[config.mk]
export PLATFORM = sky130hd
export DESIGN_NAME = lcm_maint
export DESIGN_NICKNAME = d
export VERILOG_FILES = /design/src/pkg/lcm_pkg.sv /design/src/lcm_maint.sv
export VERILOG_INCLUDE_DIRS = /design/src /design/src/pkg
export SDC_FILE = /design/constraint.sdc
export NUM_CORES = 1
export LEC_CHECK = 0
export BUFFER_PORTS_ARGS = -buffer_cell sky130_fd_sc_hd__buf_2
export CELL_PAD_IN_SITES_DETAIL_PLACEMENT = 1
export CELL_PAD_IN_SITES_GLOBAL_PLACEMENT = 1
export CORE_ASPECT_RATIO = 1.75
export CORE_MARGIN = 2
export CORE_UTILIZATION = 33
export DETAILED_ROUTE_END_ITERATION = 16
export GPL_TIMING_DRIVEN = 0
export PLACE_DENSITY_LB_ADDON = 0.1
export SETUP_SLACK_MARGIN = 0.02
export SLEW_MARGIN = 20
export SYNTH_ARGS = -nofsm -noshare
export SYNTH_HDL_FRONTEND = slang
export SYNTH_SLANG_ARGS = --single-unit
[constraint.sdc]
create_clock -name I_CLK_SYS -period 2.7 [get_ports I_CLK_SYS]
set_clock_uncertainty 0.15 [all_clocks]
set_input_delay 0.54 -clock I_CLK_SYS [delete_from_list [all_inputs] [get_ports I_CLK_SYS]]
set_output_delay 0.54 -clock I_CLK_SYS [all_outputs]
set_load 0.02 [all_outputs]
[src/pkg/lcm_map.svh]
`ifndef LCM_MAP_SVH
`define LCM_MAP_SVH
// primary and secondary field codes
`define LCM_CRN_MAINT     4'h7
`define LCM_CRM_WFI       4'h0
`define LCM_CRM_ICACHE    4'h5
`define LCM_CRM_DCACHE    4'h6
`define LCM_CRM_BOTH      4'h7
`define LCM_CRM_XLATE     4'h8
`define LCM_CRM_CLEAN     4'ha
`define LCM_CRM_CLNINV    4'he
// opcode codes
`define LCM_OP_ALL        3'h0
`define LCM_OP_MVA        3'h1
`define LCM_OP_SETWAY     3'h2
`define LCM_OP_WFI        3'h4
`define LCM_OP_PFLUSH     3'h4
`define LCM_OP_SYNC       3'h4
`define LCM_OP_ORDER      3'h5
`define LCM_OP_BTC_ALL    3'h6
`define LCM_OP_BTC_ONE    3'h7
`define LCM_OPC1_L1       3'h0
// operand field positions
`define LCM_WAY_HI        31
`define LCM_WAY_LO        30
`define LCM_SET_LO        5
`define LCM_LINE_LO       5
`define LCM_BTC_LO        3
`define LCM_S_16KB        7
`define LCM_S_32KB        8
`define LCM_S_64KB        9
`define LCM_RET_OFFSET    32'h0000_0004
`endif

[src/pkg/lcm_pkg.sv]
package lcm_pkg;
  typedef enum logic [2:0]
  {
    LCM_ST_IDLE  = 3'b000,
    LCM_ST_WORK  = 3'b001,
    LCM_ST_DRAIN = 3'b010,
    LCM_ST_WFI   = 3'b011,
    LCM_ST_XLATE = 3'b100
  } lcm_state_t;

  typedef enum logic [3:0]
  {
    LCM_OP_NONE    = 4'h0,
    LCM_OP_INV     = 4'h1,
    LCM_OP_CLEAN   = 4'h2,
    LCM_OP_CLNINV  = 4'h3,
    LCM_OP_BTC     = 4'h4,
    LCM_OP_PFB     = 4'h5,
    LCM_OP_SYNCB   = 4'h6,
    LCM_OP_ORDERB  = 4'h7,
    LCM_OP_WAITI   = 4'h8,
    LCM_OP_XLATE   = 4'h9
  } lcm_kind_t;

  typedef enum logic [1:0]
  {
    LCM_SC_ALL    = 2'b00,
    LCM_SC_MVA    = 2'b01,
    LCM_SC_SETWAY = 2'b10
  } lcm_scope_t;
endpackage

[src/lcm_maint.sv]
`include "lcm_map.svh"
`timescale 1ns/10ps
`default_nettype none
module lcm_maint
#(
  parameter int CACHE_KB = 32
)
(
  input  wire logic               I_CLK_SYS,
  input  wire logic               I_RST,
  // coprocessor write from the core
  input  wire logic               I_WR_VALID,
  input  wire logic [2:0]         I_WR_OPC1,
  input  wire logic [3:0]         I_WR_CRN,
  input  wire logic [3:0]         I_WR_CRM,
  input  wire logic [2:0]         I_WR_OPC2,
  input  wire logic [31:0]        I_WR_DATA,
  input  wire logic [31:0]        I_WR_VADDR,
  input  wire logic [31:0]        I_WR_PC,
  input  wire logic               I_USER_MODE,
  input  wire logic               I_TLB_WALK_EN,
  output logic                    o_wr_ready,
  output logic                    o_undef,
  output logic                    o_stall,
  output logic                    o_refetch,
  // interrupt and debug wake
  input  wire logic               I_IRQ,
  input  wire logic               I_DBG_REQ,
  input  wire logic               I_DBG_EN,
  output logic                    o_low_power,
  output logic                    o_ret_valid,
  output logic [31:0]             o_ret_link,
  // memory system status
  input  wire logic               I_MEM_IDLE,
  input  wire logic               I_MAINT_IDLE,
  output logic                    o_order_fence,
  // cache array command
  output logic                    o_cache_req,
  output lcm_pkg::lcm_kind_t      o_cache_kind,
  output lcm_pkg::lcm_scope_t     o_cache_scope,
  output logic                    o_cache_icache,
  output logic                    o_cache_dcache,
  output logic                    o_cache_btc,
  output logic                    o_cache_incl_locked,
  output logic [31:0]             o_cache_addr,
  output logic [1:0]              o_cache_way,
  output logic [8:0]              o_cache_set,
  input  wire logic               I_CACHE_DONE,
  // translation path
  output logic                    o_tlb_req,
  output logic [31:0]             o_tlb_vaddr,
  output logic                    o_tlb_bypass_reloc,
  output logic                    o_tlb_xlate,
  output logic [1:0]              o_tlb_perm,
  input  wire logic               I_TLB_DONE,
  input  wire logic               I_TLB_MISS,
  input  wire logic [31:0]        I_TLB_PA,
  output logic                    o_tlb_miss_exc,
  output logic                    o_walk_req,
  output logic                    o_pa_wr,
  output logic [31:0]             o_pa_result
);
  import lcm_pkg::*;

  localparam int S_TOP = (CACHE_KB == 16) ? `LCM_S_16KB :
                         (CACHE_KB == 32) ? `LCM_S_32KB : `LCM_S_64KB;

  if (CACHE_KB != 16 && CACHE_KB != 32 && CACHE_KB != 64)
  begin : g_bad_size
    $error("lcm_maint: cache size must be 16, 32 or 64");
  end

  function automatic logic is_all(input logic [2:0] op);
    is_all = (op == `LCM_OP_ALL);
  endfunction

  // decode
  wire l1_sel    = I_WR_VALID && (I_WR_CRN == `LCM_CRN_MAINT)
                   && (I_WR_OPC1 == `LCM_OPC1_L1);
  wire c0_wfi    = (I_WR_CRM == `LCM_CRM_WFI) && (I_WR_OPC2 == `LCM_OP_WFI);
  wire c5_all    = (I_WR_CRM == `LCM_CRM_ICACHE) && is_all(I_WR_OPC2);
  wire c5_mva    = (I_WR_CRM == `LCM_CRM_ICACHE) && (I_WR_OPC2 == `LCM_OP_MVA);
  wire c5_sw     = (I_WR_CRM == `LCM_CRM_ICACHE) && (I_WR_OPC2 == `LCM_OP_SETWAY);
  wire c5_pfb    = (I_WR_CRM == `LCM_CRM_ICACHE) && (I_WR_OPC2 == `LCM_OP_PFLUSH);
  wire c5_btca   = (I_WR_CRM == `LCM_CRM_ICACHE) && (I_WR_OPC2 == `LCM_OP_BTC_ALL);
  wire c5_btc1   = (I_WR_CRM == `LCM_CRM_ICACHE) && (I_WR_OPC2 == `LCM_OP_BTC_ONE);
  wire c6_op     = (I_WR_CRM == `LCM_CRM_DCACHE) && (I_WR_OPC2 <= `LCM_OP_SETWAY);
  wire c7_all    = (I_WR_CRM == `LCM_CRM_BOTH) && is_all(I_WR_OPC2);
  wire c8_xl     = (I_WR_CRM == `LCM_CRM_XLATE) && (I_WR_OPC2[2] == 1'b0);
  wire c10_op    = (I_WR_CRM == `LCM_CRM_CLEAN) && (I_WR_OPC2 <= `LCM_OP_SETWAY);
  wire c10_sync  = (I_WR_CRM == `LCM_CRM_CLEAN) && (I_WR_OPC2 == `LCM_OP_SYNC);
  wire c10_ord   = (I_WR_CRM == `LCM_CRM_CLEAN) && (I_WR_OPC2 == `LCM_OP_ORDER);
  wire c14_op    = (I_WR_CRM == `LCM_CRM_CLNINV) && (I_WR_OPC2 <= `LCM_OP_SETWAY);
  wire user_ok   = c5_pfb || c10_sync || c10_ord;
  wire known     = c0_wfi || c5_all || c5_mva || c5_sw || c5_pfb || c5_btca || c5_btc1
                   || c6_op || c7_all || c8_xl || c10_op || c10_sync || c10_ord || c14_op;
  wire priv_fail = l1_sel && known && I_USER_MODE && !user_ok;
  wire take      = l1_sel && known && !priv_fail && o_wr_ready;

  wire lcm_kind_t  dec_kind =
    c0_wfi   ? LCM_OP_WAITI  :
    c5_pfb   ? LCM_OP_PFB    :
    c10_sync ? LCM_OP_SYNCB  :
    c10_ord  ? LCM_OP_ORDERB :
    c8_xl    ? LCM_OP_XLATE  :
    (c5_btca || c5_btc1) ? LCM_OP_BTC :
    c10_op   ? LCM_OP_CLEAN  :
    c14_op   ? LCM_OP_CLNINV : LCM_OP_INV;
  wire lcm_scope_t dec_scope =
    (c5_btc1 || I_WR_OPC2 == `LCM_OP_MVA) ? LCM_SC_MVA :
    (I_WR_OPC2 == `LCM_OP_SETWAY) ? LCM_SC_SETWAY : LCM_SC_ALL;
  wire dec_ic  = c5_all || c5_mva || c5_sw || c7_all;
  wire dec_dc  = c6_op || c7_all || c10_op || c14_op;
  wire dec_btc = c5_all || c5_btca || c5_btc1 || c7_all;
  wire dec_cache = dec_ic || dec_dc || dec_btc;
  // address operands: low bits dropped, relocation bypassed
  wire [31:0] line_addr = {I_WR_DATA[31:`LCM_LINE_LO], 5'h00};
  wire [31:0] btc_addr  = {I_WR_DATA[31:`LCM_BTC_LO], 3'h0};
  wire [31:0] dec_addr  = c5_btc1 ? btc_addr : line_addr;
  wire [8:0]  sw_set    = 9'(I_WR_DATA[S_TOP+4:`LCM_SET_LO]);
  wire        dec_mva   = (dec_scope == LCM_SC_MVA) && dec_cache;

  lcm_state_t st_ff, nxt_st;
  lcm_kind_t  kind_ff;
  lcm_scope_t scope_ff;
  logic        ic_ff;
  logic        dc_ff;
  logic        btc_ff;
  logic        tlb_ff;
  logic        undef_ff;
  logic        refetch_ff;
  logic        ret_v_ff;
  logic        pa_wr_ff;
  logic        miss_ff;
  logic        walk_ff;
  logic [31:0] addr_ff;
  logic [31:0] pc_ff;
  logic [31:0] ret_ff;
  logic [31:0] pa_ff;
  logic [1:0]  way_ff;
  logic [1:0]  perm_ff;
  logic [8:0]  set_ff;

  wire wake      = I_IRQ || (I_DBG_REQ && I_DBG_EN);
  wire whole_op  = (st_ff == LCM_ST_WORK) && (scope_ff == LCM_SC_ALL);
  wire interrupt = whole_op && I_IRQ && !I_CACHE_DONE;
  wire work_end   = I_CACHE_DONE || interrupt;
  wire drain_done = I_MEM_IDLE && I_MAINT_IDLE;
  wire xl_done    = (st_ff == LCM_ST_XLATE) && I_TLB_DONE;
  wire xl_hit     = xl_done && !I_TLB_MISS;
  wire xl_trap    = xl_done && I_TLB_MISS && !I_TLB_WALK_EN;
  wire xl_walk    = xl_done && I_TLB_MISS && I_TLB_WALK_EN;
  wire pa_load    = xl_hit && (kind_ff == LCM_OP_XLATE);
  wire pfb_take   = take && (dec_kind == LCM_OP_PFB);
  wire order_take = take && (dec_kind == LCM_OP_ORDERB);
  wire [31:0] ret_next = pc_ff + `LCM_RET_OFFSET;

  always_comb
  begin
    nxt_st = st_ff;
    case (st_ff)
      LCM_ST_IDLE:
        if (take)
        begin
          if (dec_kind == LCM_OP_WAITI)
            nxt_st = LCM_ST_WFI;
          else if (dec_kind == LCM_OP_SYNCB)
            nxt_st = LCM_ST_DRAIN;
          else if (dec_kind == LCM_OP_XLATE || dec_mva)
            nxt_st = LCM_ST_XLATE;
          else if (dec_cache)
            nxt_st = LCM_ST_WORK;
        end
      LCM_ST_XLATE:
        if (I_TLB_DONE)
        begin
          if (I_TLB_MISS && !I_TLB_WALK_EN)
            nxt_st = LCM_ST_IDLE;
          else if (!I_TLB_MISS && kind_ff != LCM_OP_XLATE)
            nxt_st = LCM_ST_WORK;
          else if (!I_TLB_MISS)
            nxt_st = LCM_ST_IDLE;
        end
      LCM_ST_WORK:
        if (work_end)
          nxt_st = LCM_ST_IDLE;
      LCM_ST_DRAIN:
        if (drain_done)
          nxt_st = LCM_ST_IDLE;
      LCM_ST_WFI:
        if (wake)
          nxt_st = LCM_ST_IDLE;
      default:
        nxt_st = LCM_ST_IDLE;
    endcase
  end

  // state register
  always_ff @(posedge I_CLK_SYS)
  begin
    if (I_RST)
      st_ff <= LCM_ST_IDLE;
    else
      st_ff <= nxt_st;
  end

  // command capture
  always_ff @(posedge I_CLK_SYS)
  begin
    if (I_RST)
    begin
      kind_ff  <= LCM_OP_NONE;
      scope_ff <= LCM_SC_ALL;
      ic_ff    <= 1'b0;
      dc_ff    <= 1'b0;
      btc_ff   <= 1'b0;
    end
    else if (take)
    begin
      kind_ff  <= dec_kind;
      scope_ff <= dec_scope;
      ic_ff    <= dec_ic;
      dc_ff    <= dec_dc;
      btc_ff   <= dec_btc;
    end
  end

  // operand capture
  always_ff @(posedge I_CLK_SYS)
  begin
    if (I_RST)
    begin
      addr_ff  <= 32'h0000_0000;
      pc_ff    <= 32'h0000_0000;
      way_ff   <= 2'h0;
      set_ff   <= 9'h000;
      perm_ff  <= 2'h0;
    end
    else if (take)
    begin
      addr_ff  <= (dec_kind == LCM_OP_XLATE) ? I_WR_VADDR : dec_addr;
      pc_ff    <= I_WR_PC;
      way_ff   <= I_WR_DATA[`LCM_WAY_HI:`LCM_WAY_LO];
      set_ff   <= sw_set;
      perm_ff  <= I_WR_OPC2[1:0];
    end
  end

  // one-cycle result pulses
  always_ff @(posedge I_CLK_SYS)
  begin
    if (I_RST)
    begin
      tlb_ff     <= 1'b0;
      undef_ff   <= 1'b0;
      refetch_ff <= 1'b0;
      ret_v_ff   <= 1'b0;
      pa_wr_ff   <= 1'b0;
      miss_ff    <= 1'b0;
      walk_ff    <= 1'b0;
    end
    else
    begin
      tlb_ff     <= (nxt_st == LCM_ST_XLATE) && (st_ff != LCM_ST_XLATE);
      undef_ff   <= priv_fail && o_wr_ready;
      refetch_ff <= pfb_take;
      ret_v_ff   <= interrupt;
      pa_wr_ff   <= pa_load;
      miss_ff    <= xl_trap;
      walk_ff    <= xl_walk;
    end
  end

  // return link of an interrupted whole-cache operation
  always_ff @(posedge I_CLK_SYS)
  begin
    if (I_RST)
      ret_ff <= 32'h0000_0000;
    else if (interrupt)
      ret_ff <= ret_next;
  end

  // physical address result
  always_ff @(posedge I_CLK_SYS)
  begin
    if (I_RST)
      pa_ff <= 32'h0000_0000;
    else if (pa_load)
      pa_ff <= I_TLB_PA;
  end

  // cache command: address ops only reach here after a hit-or-walked lookup
  assign o_cache_req         = (st_ff == LCM_ST_WORK);
  assign o_cache_kind        = kind_ff;
  assign o_cache_scope       = scope_ff;
  assign o_cache_icache      = ic_ff;
  assign o_cache_dcache      = dc_ff;
  assign o_cache_btc         = btc_ff;
  assign o_cache_incl_locked = (kind_ff == LCM_OP_INV) || (kind_ff == LCM_OP_CLNINV);
  assign o_cache_addr        = addr_ff;
  assign o_cache_way         = way_ff;
  assign o_cache_set         = set_ff;

  assign o_tlb_req           = tlb_ff;
  assign o_tlb_vaddr         = addr_ff;
  assign o_tlb_bypass_reloc  = (kind_ff != LCM_OP_XLATE);
  assign o_tlb_xlate         = (kind_ff == LCM_OP_XLATE);
  assign o_tlb_perm          = perm_ff;
  assign o_tlb_miss_exc      = miss_ff;
  assign o_walk_req          = walk_ff;
  assign o_pa_wr             = pa_wr_ff;
  assign o_pa_result         = pa_ff;

  assign o_wr_ready          = (st_ff == LCM_ST_IDLE);
  assign o_stall             = (st_ff != LCM_ST_IDLE);
  assign o_undef             = undef_ff;
  assign o_refetch           = refetch_ff;
  assign o_low_power         = (st_ff == LCM_ST_WFI);
  assign o_ret_valid         = ret_v_ff;
  assign o_ret_link          = ret_ff;
  assign o_order_fence       = order_take;
endmodule // lcm_maint
`default_nettype wire

==> flow_summary.toml <==
[clock_network]
cts_root_buf = "clkbuf_16"
clock_sinks = 159
clk_pin_slew_ns = 0.06
cts_tree = "built"
worstSkewPairLatency_ns = 0.43
htreeDepth = 4
ctsHoldBuffers = 0
numCtsBuffers = 17
clockBufferDepth = 2

[timing]
period_needed_ns = 2.61
setup_violations = 0
fmax_mhz = 383
worstMarginPinSlew_ns = 0.839
drv_slew = 0
slew_headroom_pct = 44.1
hold_violations = 0
fin_ws_ns = 0.0863
rsz0062_at_grt = "false"
period_share_pct = 96.8

[worst_setup_path]
ff2ff_setup_slack_ns = 0.24
reg2reg_to = "o_ret_link[28]$_SDFFE_PP0P_"
cp-start-kind = "input pin"
crit_arrival_ns = 1.92
crit_type = "in -> out"
crit_fanout = 10
required_ns = 2.01
end_kind = "output pin"
worst-r2r-cell-count = 7
timing.rr.start = "pc_ff[2]$_SDFFE_PP0N_"

[cells_and_area]
drive_gt1_share_pct = 36.6
post-route-util_pct = 45.8
fill_cells = 2717
nets = 1378
area_delta_synth_final_pct = 36.2
stdcell_area_um2 = 9800

[detailed_routing]
drc = 0
drt_iter0_drc = 241
wl_per_cell_um = 17.5
drt_wl_total_um = 26800
ant_nets = 0
vias = 7453
dr.pass1.iters = 4
viasPerCell = 4.87

[global_routing]
grt_pass1_wl_um = 40500
antenna_found_initial = 4
grt-ovfl-total = 0
grt_max_degree = 17
grt_pass1_vias = 7541
grt_usage_pct = 23.1

[min_path]
hold_start = "I_TLB_WALK_EN"
worst_hold_path.endpoint = "o_tlb_miss_exc$_SDFF_PP0_"
min_path_type = "in -> reg"
min_path_cells = 2

[synth]
synthesis.nets = 1040
ys_seq_area_share_pct = 44.2
synthFlopType = "dfxtp_1"
yosys_register_bits = 159
yosysWarnings = 0
yosysUniqueCellTypes = 59
postSynthAreaPerCell_um2 = 8.14
async_flop_share_pct = 0
syn_area_um2 = 7190
synth_cells = 884
synth-edff-count = 0

[floorplan]
die_x_um = 116
start_util_pct = 33.6
die_h_um = 199
rows = 71
io-pin-count = 320
core_um2 = 21400
dieArea_um2 = 23000

[job]
maxCapViolCount = 0

[placement]
placed_cell_area_um2 = 9130
portBuffers = 314
dpl.hpwl_um = 21200
dp_worst_setup_slack_ns = -0.513
routabilityCongestion = 0.832

[power]
power_leakage_nw = 4.28
p_per_area_nw_per_um2 = 511
ir_drop_mv = 0.373

[status]
outcome = "complete, no violations"
## layout by cell type (no fill, tap or decap), types with 3 or more instances in the layout
master and count:
buf_6 5, a311oi_1 3, or3_1 3, clkbuf_16 17, a21oi_1 94, clkbuf_1 41
dfxtp_1 159, buf_4 42, a211oi_1 29, o21ai_0 5, nor2_1 88, nand2_1 239
and3_1 11, inv_1 7, clkinv_2 6, a311oi_2 26, and4_1 4, nand2b_1 3
xor2_1 15, a211oi_2 4, nand3_1 23, nand4_1 4, xnor2_1 13, nor3_1 10
buf_2 326
## worst max-delay path: stages
cell and delay, ns:
buf_2 0.15, buf_2 0.24, a21oi_1 0.09, a22oi_2 0.17, o2111ai_2 0.18, or2_4 0.27, nand2_1 0.08, nor2_1 0.04
buf_4 0.15
## metal layers
| layer | vias up | GRT usage [%] | part of all wire (%) |
|---|---|---|---|
| met5 | - | 0 | 0.12 |
| met4 | 6 | 8.73 | 2.8 |
| met3 | 47 | 6.13 | 5.5 |
| met2 | 211 | 43.0 | 54 |
| met1 | 3537 | 24.4 | 38 |
| li1 | 3652 | - | - |
## synth_stat cells (3+ instances only)
| library cell | instances | share of area (%) |
|---|---|---|
| a311oi_1 | 3 | 0.37 |
| buf_6 | 5 | 0.78 |
| and4_1 | 4 | 0.49 |
| dfxtp_1 | 159 | 44 |
| nand4_1 | 4 | 0.35 |
| buf_2 | 14 | 0.97 |
| nand2b_1 | 3 | 0.26 |
| and3_1 | 11 | 0.96 |
| a311oi_2 | 26 | 5.4 |
| o21ai_0 | 5 | 0.35 |
| a22oi_1 | 3 | 0.31 |
| nor3_1 | 11 | 0.77 |
| inv_1 | 7 | 0.37 |
| nand2_1 | 240 | 13 |
| nor2_1 | 88 | 4.6 |
| clkbuf_1 | 40 | 2.1 |
| xor2_1 | 15 | 1.8 |
| buf_4 | 35 | 3.7 |
| a211oi_1 | 29 | 3.0 |
| a21oi_1 | 94 | 6.5 |
| nand3_1 | 23 | 1.6 |
| a211oi_2 | 4 | 0.70 |
| xnor2_1 | 13 | 1.6 |
| or3_1 | 3 | 0.26 |
## worst max path at each step
| stage | end | startpoint | slack (ns) |
|---|---|---|---|
| 3_3_place_gp | pc_ff[3]$_SDFFE_PP0N_ | I_WR_CRM[3] | -0.48 |
| 2_1_floorplan | o_order_fence | I_WR_OPC2[0] | 0.25 |
| 4_1_cts | o_order_fence | I_WR_OPC2[0] | 0.03 |
| 6_report | o_order_fence | I_WR_OPC2[2] | 0.09 |
| 3_5_place_dp | o_cache_set[6]$_SDFFE_PP0N_ | I_WR_CRM[3] | -0.51 |
| 5_1_grt | o_order_fence | I_WR_CRM[1] | 0.02 |
## layout make-up
cell class	count	area (um^2)	area share, %
plain buffers	94	543	5.54
diodes	2	5.00	0.0511
clock inverters	11	115	1.17
flip-flops and latches	159	3180	32.5
inverters	7	26.3	0.268
well taps	292	365	3.73
clock buffers	21	460	4.70
repair buffers	319	1610	16.4
multi-input cells	624	3490	35.6
## flip-flops by register name, indices dropped and copies added, names as in the netlist
| signal | cells |
|---|---|
| o_cache_way | 2 |
| o_cache_icache | 1 |
| pc_ff | 32 |
| o_tlb_miss_exc | 1 |
| o_ret_link | 32 |
| st_ff | 3 |
| o_tlb_req | 1 |
| o_ret_valid | 1 |
| o_cache_set | 8 |
| o_cache_addr | 32 |
| o_cache_dcache | 1 |
| o_cache_kind | 4 |
| o_cache_scope | 2 |
| o_cache_btc | 1 |
| o_undef | 1 |
| o_tlb_perm | 2 |
| o_refetch | 1 |
| o_pa_result | 32 |
| o_walk_req | 1 |
| o_pa_wr | 1 |
## cell families (layout without fill, tap and decap cells)
logic type | Yosys count | in the layout | share of synthesized area (%)
compound gates | 180 | 180 | 18.7
xor+xnor | 28 | 28 | 3.41
fa+ha+maj | 2 | 2 | 0.330
buf+inv | 101 | 452 | 7.86
flops | 159 | 159 | 44.2
other cells | 1 | 3 | 0.0521
simple gates | 413 | 413 | 25.4
## where the power goes
group	internal (mW)	leakage [nW]	switching, mW
combinational	0.122	2.72	0.161
sequential	2.35	1.28	0.000445
clock	1.40	0.286	0.982
total	3.87	4.28	1.14
## repair_timing
item                                    CTS  global route
pin swaps                                 3             2
resized for setup                         6             8
setup buffers                             4             1
endpoints found under the hold margin     0             0
endpoints found under the setup margin   12            29
## through the flow
| stage | hold WS (ns) | setup TNS (ns) | power (mW) | instances |
|---|---|---|---|---|
| after CTS | 0.127 | 0 | 5.09 | 1526 |
| after global routing | 0.144 | 0 | 5.21 | 1528 |
| final | 0.155 | 0 | 5.01 | 1529 |
| after global placement | 0.286 | -24.87 | 2.67 | 1490 |
| after floorplan | 0.282 | 0 | 2.51 | 884 |
| after detailed placement | 0.291 | -27.16 | 2.67 | 1490 |
No activity file was read; power rests on OpenSTA's default activity.
